--- config.mk ---
export PLATFORM = sky130hd
export DESIGN_NAME = pli_led_ctrl
export DESIGN_NICKNAME = d
export VERILOG_FILES = /design/src/pli_pkg.sv /design/src/pli_stretch.sv /design/src/pli_blink.sv /design/src/pli_led_ctrl.sv
export SDC_FILE = /design/constraint.sdc
export NUM_CORES = 1
export LEC_CHECK = 0
export CAP_MARGIN = 20
export CORE_UTILIZATION = 61
export CTS_CLUSTER_SIZE = 20
export DETAILED_ROUTE_END_ITERATION = 6
export DONT_BUFFER_PORTS = 1
export PLACE_DENSITY = 0.77
export REMOVE_ABC_BUFFERS = 1
export SLEW_MARGIN = 10
export SYNTH_ARGS = -nofsm -noshare
export SYNTH_HDL_FRONTEND = slang
export SYNTH_SLANG_ARGS = --single-unit
--- constraint.sdc ---
create_clock -name ref_clk -period 3.7 [get_ports ref_clk]
set_clock_uncertainty 0.05 [all_clocks]
set_input_delay 0.925 -clock ref_clk [delete_from_list [all_inputs] [get_ports ref_clk]]
set_output_delay 0.925 -clock ref_clk [all_outputs]
set_load 0.02 [all_outputs]
--- src/pli_pkg.sv ---
package pli_pkg;

  localparam int CLK_HZ = 25_000_000;
  localparam int CYC_PER_MS = CLK_HZ / 1000;
  localparam int STRETCH_A_MS = 28;
  localparam int STRETCH_B_MS = 60;
  localparam int STRETCH_C_MS = 100;
  localparam int STRETCH_A_CYC = STRETCH_A_MS * CYC_PER_MS;
  localparam int STRETCH_B_CYC = STRETCH_B_MS * CYC_PER_MS;
  localparam int STRETCH_C_CYC = STRETCH_C_MS * CYC_PER_MS;
  localparam int BLINK_TICK_MS = 8;
  localparam int BLINK_TICK_CYC = BLINK_TICK_MS * CYC_PER_MS;

  localparam int ADDR_W = 5;
  localparam int DATA_W = 16;
  localparam logic [4:0] ADDR_MODE = 5'h1b;
  localparam logic [4:0] ADDR_FUNC = 5'h1c;
  localparam logic [4:0] ADDR_BLINK = 5'h1d;

  localparam logic [15:0] MODE_RESET = 16'h0001;
  localparam logic [15:0] MODE_RW_MASK = 16'hfcfd;
  localparam logic [15:0] FUNC_RESET = 16'hf4f0;
  localparam logic [1:0] BLINK_SEL_RESET = 2'h0;
  localparam logic [5:0] BLINK_DIV_RESET = 6'h1f;
  localparam logic [7:0] BLINK_PAT_RESET = 8'h55;

  localparam int MODE_PAIR_SPEED_BIT = 15;
  localparam int MODE_PAIR_LINK_BIT = 14;
  localparam int MODE_EXT_ACT_BIT = 13;
  localparam int MODE_EXT_LINK_BIT = 12;
  localparam int MODE_EXT_FAST_BIT = 11;
  localparam int MODE_EXT_GIG_BIT = 10;
  localparam int MODE_PAUSE_LSB = 4;
  localparam int MODE_DUR_LSB = 2;
  localparam int MODE_STRETCH_BIT = 0;

  localparam int FUNC_ACT_LSB = 12;
  localparam int FUNC_LINK_LSB = 8;
  localparam int FUNC_FAST_LSB = 4;
  localparam int FUNC_GIG_LSB = 0;

  localparam int BLINK_SEL_LSB = 14;
  localparam int BLINK_DIV_LSB = 8;
  localparam int BLINK_PAT_LSB = 0;

  localparam logic [1:0] LAMP_LINK = 2'h0;
  localparam logic [1:0] LAMP_ACT = 2'h1;
  localparam logic [1:0] LAMP_GIG = 2'h2;
  localparam logic [1:0] LAMP_FAST = 2'h3;

  localparam logic [1:0] DUR_A = 2'h0;
  localparam logic [1:0] DUR_B = 2'h1;
  localparam logic [1:0] DUR_C = 2'h2;

  localparam logic [1:0] SPEED_10 = 2'h0;
  localparam logic [1:0] SPEED_100 = 2'h1;
  localparam logic [1:0] SPEED_1000 = 2'h2;

  localparam logic [3:0] FN_GIG = 4'h0;
  localparam logic [3:0] FN_FAST = 4'h1;
  localparam logic [3:0] FN_SLOW = 4'h2;
  localparam logic [3:0] FN_GIG_ON_FAST_BLINK = 4'h3;
  localparam logic [3:0] FN_LINK = 4'h4;
  localparam logic [3:0] FN_TX = 4'h5;
  localparam logic [3:0] FN_RX = 4'h6;
  localparam logic [3:0] FN_ACT = 4'h7;
  localparam logic [3:0] FN_DUPLEX = 4'h8;
  localparam logic [3:0] FN_COL = 4'h9;
  localparam logic [3:0] FN_LINK_ACT = 4'ha;
  localparam logic [3:0] FN_LINK_RX = 4'hb;
  localparam logic [3:0] FN_DUPLEX_COL = 4'hc;
  localparam logic [3:0] FN_BLINK = 4'hd;
  localparam logic [3:0] FN_ON = 4'he;
  localparam logic [3:0] FN_OFF = 4'hf;
  localparam logic [3:0] XFN_SLOW_FAST = 4'h0;
  localparam logic [3:0] XFN_GIG_ACT = 4'h4;
  localparam logic [3:0] XFN_SLOW_FAST_ACT = 4'h5;

  typedef struct packed {
    logic [1:0] speed;
    logic link_up;
    logic full_duplex;
    logic tx_active;
    logic rx_active;
    logic collision;
  } pli_status_s;

  typedef struct packed {
    logic gig_speed_lamp;
    logic fast_speed_lamp;
    logic link_lamp;
    logic activity_lamp;
  } pli_lamps_s;

endpackage

--- src/pli_stretch.sv ---
`timescale 1ns/1ps
`default_nettype none
module pli_stretch #(
  parameter int CNT_W = 22
) (
  input wire logic ref_clk,
  input wire logic reset_n,
  input wire logic enable,
  input wire logic event_in,
  input wire logic [CNT_W-1:0] hold_cyc,
  output logic stretched_q
);
  import pli_pkg::*;

  logic [CNT_W-1:0] cnt_q;

  // Reload on every active cycle so the hold counts from the event's end
  always_ff @(posedge ref_clk or negedge reset_n) begin
    if (!reset_n) begin
      cnt_q <= '0;
    end else if (event_in && enable) begin
      cnt_q <= hold_cyc;
    end else if (!enable) begin
      cnt_q <= '0;
    end else if (cnt_q != '0) begin
      cnt_q <= cnt_q - 1'b1;
    end
  end

  always_ff @(posedge ref_clk or negedge reset_n) begin
    if (!reset_n) begin
      stretched_q <= 1'b0;
    end else begin
      stretched_q <= event_in | (cnt_q != '0);
    end
  end
endmodule
`default_nettype wire

--- src/pli_blink.sv ---
`timescale 1ns/1ps
`default_nettype none
module pli_blink (
  input wire logic ref_clk,
  input wire logic reset_n,
  input wire logic tick,
  input wire logic [5:0] divide,
  input wire logic [7:0] pattern,
  input wire logic [3:0] pause,
  output logic blink_q
);
  import pli_pkg::*;

  typedef enum logic {PLI_SHIFT, PLI_PAUSE} pli_blink_e;

  pli_blink_e state_q;
  logic [5:0] div_q;
  logic [2:0] bit_q;
  logic [3:0] pause_q;
  logic step;

  assign step = tick && (div_q >= divide);

  // A step lasts divide+1 base ticks
  always_ff @(posedge ref_clk or negedge reset_n) begin
    if (!reset_n) begin
      div_q <= '0;
    end else if (step) begin
      div_q <= '0;
    end else if (tick) begin
      div_q <= div_q + 1'b1;
    end
  end

  always_ff @(posedge ref_clk or negedge reset_n) begin
    if (!reset_n) begin
      state_q <= PLI_SHIFT;
      bit_q <= '0;
      pause_q <= '0;
    end else if (step) begin
      case (state_q)
        PLI_SHIFT: begin
          if (bit_q == 3'h7 && pause != 4'h0) begin
            state_q <= PLI_PAUSE;
            pause_q <= 4'h1;
          end
          bit_q <= bit_q + 1'b1;
        end
        PLI_PAUSE: begin
          if (pause_q >= pause) begin
            state_q <= PLI_SHIFT;
          end
          pause_q <= pause_q + 1'b1;
        end
        default: state_q <= PLI_SHIFT;
      endcase
    end
  end

  // Output holds its last bit through the pause
  always_ff @(posedge ref_clk or negedge reset_n) begin
    if (!reset_n) begin
      blink_q <= 1'b0;
    end else if (state_q == PLI_SHIFT) begin
      blink_q <= pattern[bit_q];
    end
  end
endmodule
`default_nettype wire

--- src/pli_led_ctrl.sv ---
// Notes on behaviour
// - Bit 15 pairs speed lamps two-colour
// - Bit 14 pairs link and activity lamps
// - First lamp of pair masked by second
// - Bits 13..10 select extended function encodings
// - Function from extended bit plus selector
// - Duration codes: 28, 60, 100 ms
// - Bit 0 enables stretch, resets on
// - Bits 7:4 set blink pause steps
// - Codes 0-3 show link speed
// - Codes 4-9 show link, traffic, duplex, collision
// - Codes a,b: link on, traffic blink
// - Code c duplex/collision; d,e,f forced
// - Extended codes 0, 4, 5 defined
// - Bits 15:14 pick blink settings copy
// - Bits 13:8 divider, resets 0x1f
// - Bits 7:0 pattern, resets 0x55
`timescale 1ns/1ps
`default_nettype none
module pli_led_ctrl #(
  parameter int STRETCH_A_CYC = pli_pkg::STRETCH_A_CYC,
  parameter int STRETCH_B_CYC = pli_pkg::STRETCH_B_CYC,
  parameter int STRETCH_C_CYC = pli_pkg::STRETCH_C_CYC,
  parameter int BLINK_TICK_CYC = pli_pkg::BLINK_TICK_CYC
) (
  input wire logic ref_clk,
  input wire logic reset_n,
  input wire logic [pli_pkg::ADDR_W-1:0] reg_addr,
  input wire logic [pli_pkg::DATA_W-1:0] reg_wdata,
  input wire logic reg_wr,
  input wire logic reg_rd,
  output logic [pli_pkg::DATA_W-1:0] reg_rdata,
  input wire pli_pkg::pli_status_s status,
  output pli_pkg::pli_lamps_s lamps
);
  import pli_pkg::*;

  localparam int HOLD_W = $clog2(STRETCH_C_CYC + 1);
  localparam int TICK_W = $clog2(BLINK_TICK_CYC + 1);

  logic [15:0] mode_q;
  logic [15:0] func_q;
  logic [1:0] sel_q;
  logic [5:0] div_q [4];
  logic [7:0] pat_q [4];
  logic [15:0] rdata_q;
  logic [TICK_W-1:0] tick_cnt_q;
  logic tick;
  logic [HOLD_W-1:0] hold_cyc;
  logic stretch_en;
  logic tx_s;
  logic rx_s;
  logic col_s;
  pli_status_s st;
  logic [3:0] blink;
  logic f_gig;
  logic f_fast;
  logic f_link;
  logic f_act;
  logic wr_mode;
  logic wr_func;
  logic wr_blink;
  logic [1:0] wsel;
  logic [2:0] hit;
  logic [15:0] rdata_d;
  logic [1:0] dur;
  logic [3:0] pause;
  logic [3:0] ext_sel;
  logic [3:0][3:0] code_sel;

  function automatic logic lamp_fn(
    input logic ext,
    input logic [3:0] code,
    input pli_status_s s,
    input logic blk
  );
    logic gig;
    logic fast;
    logic slow;
    logic act;
    logic on;
    gig = s.link_up && (s.speed == SPEED_1000);
    fast = s.link_up && (s.speed == SPEED_100);
    slow = s.link_up && (s.speed == SPEED_10);
    act = s.tx_active || s.rx_active;
    on = 1'b0;
    if (ext) begin
      case (code)
        XFN_SLOW_FAST: on = slow || fast;
        XFN_GIG_ACT: on = gig && (act ? blk : 1'b1);
        XFN_SLOW_FAST_ACT: on = (slow || fast) && (act ? blk : 1'b1);
        default: on = 1'b0;
      endcase
    end else begin
      case (code)
        FN_GIG: on = gig;
        FN_FAST: on = fast;
        FN_SLOW: on = slow;
        FN_GIG_ON_FAST_BLINK: on = gig || (fast && blk);
        FN_LINK: on = s.link_up;
        FN_TX: on = s.tx_active;
        FN_RX: on = s.rx_active;
        FN_ACT: on = act;
        FN_DUPLEX: on = s.full_duplex;
        FN_COL: on = s.collision;
        FN_LINK_ACT: on = s.link_up && (act ? blk : 1'b1);
        FN_LINK_RX: on = s.link_up && (s.rx_active ? blk : 1'b1);
        FN_DUPLEX_COL: on = s.collision ? blk : s.full_duplex;
        FN_BLINK: on = blk;
        FN_ON: on = 1'b1;
        FN_OFF: on = 1'b0;
        default: on = 1'b0;
      endcase
    end
    return on;
  endfunction

  // One decoder for strobes and readback, so both agree on the map
  function automatic logic [2:0] addr_hit(
    input logic [ADDR_W-1:0] addr
  );
    logic [2:0] sel;
    sel = 3'h0;
    if (addr == ADDR_MODE) begin
      sel = 3'h1;
    end else if (addr == ADDR_FUNC) begin
      sel = 3'h2;
    end else if (addr == ADDR_BLINK) begin
      sel = 3'h4;
    end
    return sel;
  endfunction

  assign hit = addr_hit(reg_addr);
  assign wr_mode = reg_wr && hit[0];
  assign wr_func = reg_wr && hit[1];
  assign wr_blink = reg_wr && hit[2];
  assign wsel = reg_wdata[BLINK_SEL_LSB +: 2];

  // Reserved mode bits never store, so they read zero
  always_ff @(posedge ref_clk or negedge reset_n) begin
    if (!reset_n) begin
      mode_q <= MODE_RESET;
    end else if (wr_mode) begin
      mode_q <= reg_wdata & MODE_RW_MASK;
    end
  end

  always_ff @(posedge ref_clk or negedge reset_n) begin
    if (!reset_n) begin
      func_q <= FUNC_RESET;
    end else if (wr_func) begin
      func_q <= reg_wdata;
    end
  end

  always_ff @(posedge ref_clk or negedge reset_n) begin
    if (!reset_n) begin
      sel_q <= BLINK_SEL_RESET;
    end else if (wr_blink) begin
      sel_q <= wsel;
    end
  end

  // The write lands in the copy named by the select field it carries
  always_ff @(posedge ref_clk or negedge reset_n) begin
    if (!reset_n) begin
      for (int i = 0; i < 4; i++) begin
        div_q[i] <= BLINK_DIV_RESET;
        pat_q[i] <= BLINK_PAT_RESET;
      end
    end else if (wr_blink) begin
      div_q[wsel] <= reg_wdata[BLINK_DIV_LSB +: 6];
      pat_q[wsel] <= reg_wdata[BLINK_PAT_LSB +: 8];
    end
  end

  // Read data valid only in the cycle after the strobe
  always_comb begin
    rdata_d = '0;
    if (reg_rd && hit[0]) begin
      rdata_d = mode_q;
    end else if (reg_rd && hit[1]) begin
      rdata_d = func_q;
    end else if (reg_rd && hit[2]) begin
      rdata_d = {sel_q, div_q[sel_q], pat_q[sel_q]};
    end
  end

  // Idle and unmapped reads return zero
  always_ff @(posedge ref_clk or negedge reset_n) begin
    if (!reset_n) begin
      rdata_q <= '0;
    end else begin
      rdata_q <= rdata_d;
    end
  end

  assign reg_rdata = rdata_q;

  // One base tick shared by all blink generators
  always_ff @(posedge ref_clk or negedge reset_n) begin
    if (!reset_n) begin
      tick_cnt_q <= '0;
    end else if (tick) begin
      tick_cnt_q <= '0;
    end else begin
      tick_cnt_q <= tick_cnt_q + 1'b1;
    end
  end

  assign tick = (tick_cnt_q == TICK_W'(BLINK_TICK_CYC - 1));

  assign dur = mode_q[MODE_DUR_LSB +: 2];
  assign pause = mode_q[MODE_PAUSE_LSB +: 4];

  // Reserved code falls back to the shortest hold
  always_comb begin
    case (dur)
      DUR_A: hold_cyc = HOLD_W'(STRETCH_A_CYC);
      DUR_B: hold_cyc = HOLD_W'(STRETCH_B_CYC);
      DUR_C: hold_cyc = HOLD_W'(STRETCH_C_CYC);
      default: hold_cyc = HOLD_W'(STRETCH_A_CYC);
    endcase
  end

  assign stretch_en = mode_q[MODE_STRETCH_BIT];

  pli_stretch #(.CNT_W(HOLD_W)) u_tx_stretch (
    .ref_clk(ref_clk),
    .reset_n(reset_n),
    .enable(stretch_en),
    .event_in(status.tx_active),
    .hold_cyc(hold_cyc),
    .stretched_q(tx_s)
  );

  pli_stretch #(.CNT_W(HOLD_W)) u_rx_stretch (
    .ref_clk(ref_clk),
    .reset_n(reset_n),
    .enable(stretch_en),
    .event_in(status.rx_active),
    .hold_cyc(hold_cyc),
    .stretched_q(rx_s)
  );

  pli_stretch #(.CNT_W(HOLD_W)) u_col_stretch (
    .ref_clk(ref_clk),
    .reset_n(reset_n),
    .enable(stretch_en),
    .event_in(status.collision),
    .hold_cyc(hold_cyc),
    .stretched_q(col_s)
  );

  always_comb begin
    st = status;
    st.tx_active = tx_s;
    st.rx_active = rx_s;
    st.collision = col_s;
  end

  for (genvar g = 0; g < 4; g++) begin : g_blink
    pli_blink u_blink (
      .ref_clk(ref_clk),
      .reset_n(reset_n),
      .tick(tick),
      .divide(div_q[g]),
      .pattern(pat_q[g]),
      .pause(pause),
      .blink_q(blink[g])
    );
  end

  // Lamp order matches the blink select field, so one index serves both
  always_comb begin
    ext_sel[LAMP_LINK] = mode_q[MODE_EXT_LINK_BIT];
    ext_sel[LAMP_ACT] = mode_q[MODE_EXT_ACT_BIT];
    ext_sel[LAMP_GIG] = mode_q[MODE_EXT_GIG_BIT];
    ext_sel[LAMP_FAST] = mode_q[MODE_EXT_FAST_BIT];
    code_sel[LAMP_LINK] = func_q[FUNC_LINK_LSB +: 4];
    code_sel[LAMP_ACT] = func_q[FUNC_ACT_LSB +: 4];
    code_sel[LAMP_GIG] = func_q[FUNC_GIG_LSB +: 4];
    code_sel[LAMP_FAST] = func_q[FUNC_FAST_LSB +: 4];
  end

  assign f_gig = lamp_fn(ext_sel[LAMP_GIG], code_sel[LAMP_GIG], st, blink[LAMP_GIG]);
  assign f_fast = lamp_fn(ext_sel[LAMP_FAST], code_sel[LAMP_FAST], st, blink[LAMP_FAST]);
  assign f_link = lamp_fn(ext_sel[LAMP_LINK], code_sel[LAMP_LINK], st, blink[LAMP_LINK]);
  assign f_act = lamp_fn(ext_sel[LAMP_ACT], code_sel[LAMP_ACT], st, blink[LAMP_ACT]);

  // Pairing keeps the two dies of a bicolour lamp from lighting together
  always_ff @(posedge ref_clk or negedge reset_n) begin
    if (!reset_n) begin
      lamps <= '0;
    end else begin
      lamps.gig_speed_lamp <= mode_q[MODE_PAIR_SPEED_BIT] ? (f_gig & ~f_fast) : f_gig;
      lamps.fast_speed_lamp <= f_fast;
      lamps.link_lamp <= mode_q[MODE_PAIR_LINK_BIT] ? (f_link & ~f_act) : f_link;
      lamps.activity_lamp <= f_act;
    end
  end
endmodule
`default_nettype wire

==> flow_summary.yaml <==
outcome:
  status: "complete, no violations"
timing:
  min_period_ns: 2.62
  rsz0062_at_grt: "false"
  relSlewSlack: 0.397
  max_freq_ghz: 0.382
  worst_pin_slew_ns: 0.904
  final-setup-viol-count: 0
  hold_slack_ns: 0.0284
  report.final.slew_viol_count: 0
  hold_violations: 0
  period_share: 0.708
  final.setup.tns_ns: 0
clock_tree:
  cts_made_buffers: 28
  cts.sinks: 254
  cts_resized: 0
  post-cts-setup-buffers: 0
  root_buffer: "clkbuf_16"
  cts_tree: "yes"
  worstSkewPairLatency_ns: 0.55
  cts_htree_levels: 1
  clk_pin_slew_ns: 0.06
  cts_buffer_depth: 3
  cts_hold_buf: 0
floorplan:
  pin_count: 52
  row_count: 55
  start_util: 0.622
  core_um2: 22600
  chipWidth_um: 154
  die_h_um: 154
  dieArea_um2: 23600
setup_path:
  crit_path_end_kind: "register"
  critPathLaunchType: "register"
  required_ns: 4.08
  cp.arrival_ns: 3.00
  r2r_start: "u_col_stretch.cnt_q[6]"
  startpoint: "u_col_stretch.cnt_q[6]"
  critical_path_class: "register to register"
  crit_fanout: 15
yosys:
  yosysTopAreaCellShare: 0.371
  synth_seq_area_share: 0.457
  syn_inst: 1364
  yosysTopAreaCell: "dfrtp_1"
  synthArstFlopShare: 1.00
  ys_warn_count: 0
  avgSynthCellArea_um2: 10.3
  synth.area.top_cells: "dfrtp_1 (37%), dfstp_2 (8.6%), mux2_2 (6.3%)"
  synth-seq-cells: 254
  ys.flop_type: "dfrtp_1"
  synth_area_um2: 14000
  synth_edf_count: 0
  synth.distinct_cells: 83
flow_run:
  maxCapViolations: 0
drt:
  drc: 0
  avgRoutedWirePerCell_um: 19.4
  detail-route-antenna-nets: 0
  vias: 10400
  first_pass_iters: 5
  via_per_inst: 6.29
  first_iter_violations: 801
  drt_wl_total_mm: 32.0
grt:
  grtUsageTotal: 0.277
  grt_max_degree: 255
  antenna_found_initial: 0
  grt_pass1_vias: 10000
  grt_pass1_wl_mm: 52.5
  overflow: 0
min_path:
  holdCritPathClass: "input port to async pin"
final_layout:
  drive_above_1_share: 0.164
  n_antenna_cell: 0
  fillers: 1704
  finalNetCount: 1442
  area_growth_pct: 7.44
placed_design:
  gp_congestion: 0.891
  portBuffers: 0
  dp_hpwl_mm: 21.5
power:
  leakage_nw: 6.86
  vdd_ir_drop_max_mv: 0.465
  cellPowerDensity_nw_per_um2: 517
cell usage in the layout, fill, tap and decap left out, types with 13 or more instances in the layout:
| cell | instances |
|---|---|
| xnor2_1 | 22 |
| ha_1 | 67 |
| mux4_2 | 22 |
| a21oi_1 | 61 |
| a21o_1 | 17 |
| o21a_1 | 13 |
| inv_1 | 56 |
| nand3_1 | 40 |
| o21ai_0 | 93 |
| nand2b_1 | 24 |
| nor4_1 | 17 |
| dfstp_2 | 46 |
| nor3_1 | 34 |
| mux2i_1 | 22 |
| dfrtp_1 | 208 |
| nor2_1 | 116 |
| and3_1 | 20 |
| mux2_2 | 78 |
| clkbuf_16 | 28 |
| xor2_1 | 47 |
| nand2_1 | 123 |
synth_stat cells (all sizes together), types with 6 or more instances:
library cell and instances:
a211oi 12, a21o 17, a21oi 61, a22o 9, a31oi 10, and2 6, and3 20, buf 16
clkbuf 47, dfrtp 208, dfstp 46, ha 67, inv 56, mux2 78, mux2i 22, mux4 22
nand2 124, nand2b 24, nand3 41, nand3b 11, nor2 117, nor2b 8, nor3 37, nor4 22
o21a 13, o21ai 98, o311ai 6, o31ai 6, or3 10, or4 6, xnor2 22, xor2 47
cells by family after synthesis:
kind of cell,synth area share
AO/OA/AOI/OAI,0.126
XOR/XNOR,0.0431
adder cells (fa/ha/maj),0.0597
buffers and inverters,0.0376
flip-flops,0.457
multiplexers,0.114
AND/OR/NAND/NOR,0.163
critical path: stages, from the launching register on:
cell     delay [ns]
dfrtp_1        0.41
or4_1          0.68
nor3_4         0.31
and3_1         0.58
nor4_1         0.13
xor2_1         0.16
o21a_1         0.19
final timing paths:
path,to,slack (ns),cells after the start
worst max-delay path,u_col_stretch.cnt_q[13],1.08,6
worst min register to register,tick_cnt_q[0],0.44,1
worst max register to register,u_col_stretch.cnt_q[13],1.08,6
worst min-delay path,u_col_stretch.cnt_q[9],0.03,0
min in group ref_clk,u_tx_stretch.cnt_q[19],0.42,1
max in group asynchronous,div_q[9],3.21,0
power by group:
| part | leakage, nW | switching (W) | internal (W) |
|---|---|---|---|
| Clock | 0.439 | 0.00111 | 0.00162 |
| Combinational | 3.20 | 0.000754 | 0.000688 |
| Sequential | 3.22 | 0.000471 | 0.00315 |
registers in the layout, summed over array words and instances (netlist names), 18 cells and up:
name / count
tick_cnt_q: 18
u_rx_stretch.cnt_q: 22
u_tx_stretch.cnt_q: 22
g_blink.u_blink.div_q: 24
pat_q: 32
u_col_stretch.cnt_q: 22
div_q: 24
area by class of cell:
| cell class | count | area [um2] | area share |
|---|---|---|---|
| multi-input combinational | 990 | 7100 | 0.471 |
| clock inverter | 4 | 58.8 | 0.00390 |
| tap | 285 | 357 | 0.0236 |
| timing repair buffer | 12 | 90.1 | 0.00597 |
| clock buffer | 46 | 848 | 0.0563 |
| sequential | 254 | 6410 | 0.425 |
| inverter | 57 | 214 | 0.0142 |
through the flow:
stage | std cells | util | instance area (um2) | worst slack, ns | power (W)
CTS | 1648 | 0.668 | 15100 | 1.07 | 0.00784
finish | 1648 | 0.668 | 15100 | 1.08 | 0.00780
global placement | 1598 | 0.628 | 14200 | 0.945 | 0.00501
detailed placement | 1598 | 0.628 | 14200 | 0.910 | 0.00508
global route | 1648 | 0.668 | 15100 | 0.894 | 0.00818
floorplan | 1301 | - | 13700 | 0.464 | 0.00467
routing by layer:
metal,GRT usage,part of all wire,vias up
li1,-,-,4852
met1,0.371,0.43,5144
met2,0.461,0.48,297
met3,0.0448,0.057,69
met4,0.0910,0.030,0
met5,0,0,-
(Power assumes the default switching activity.)
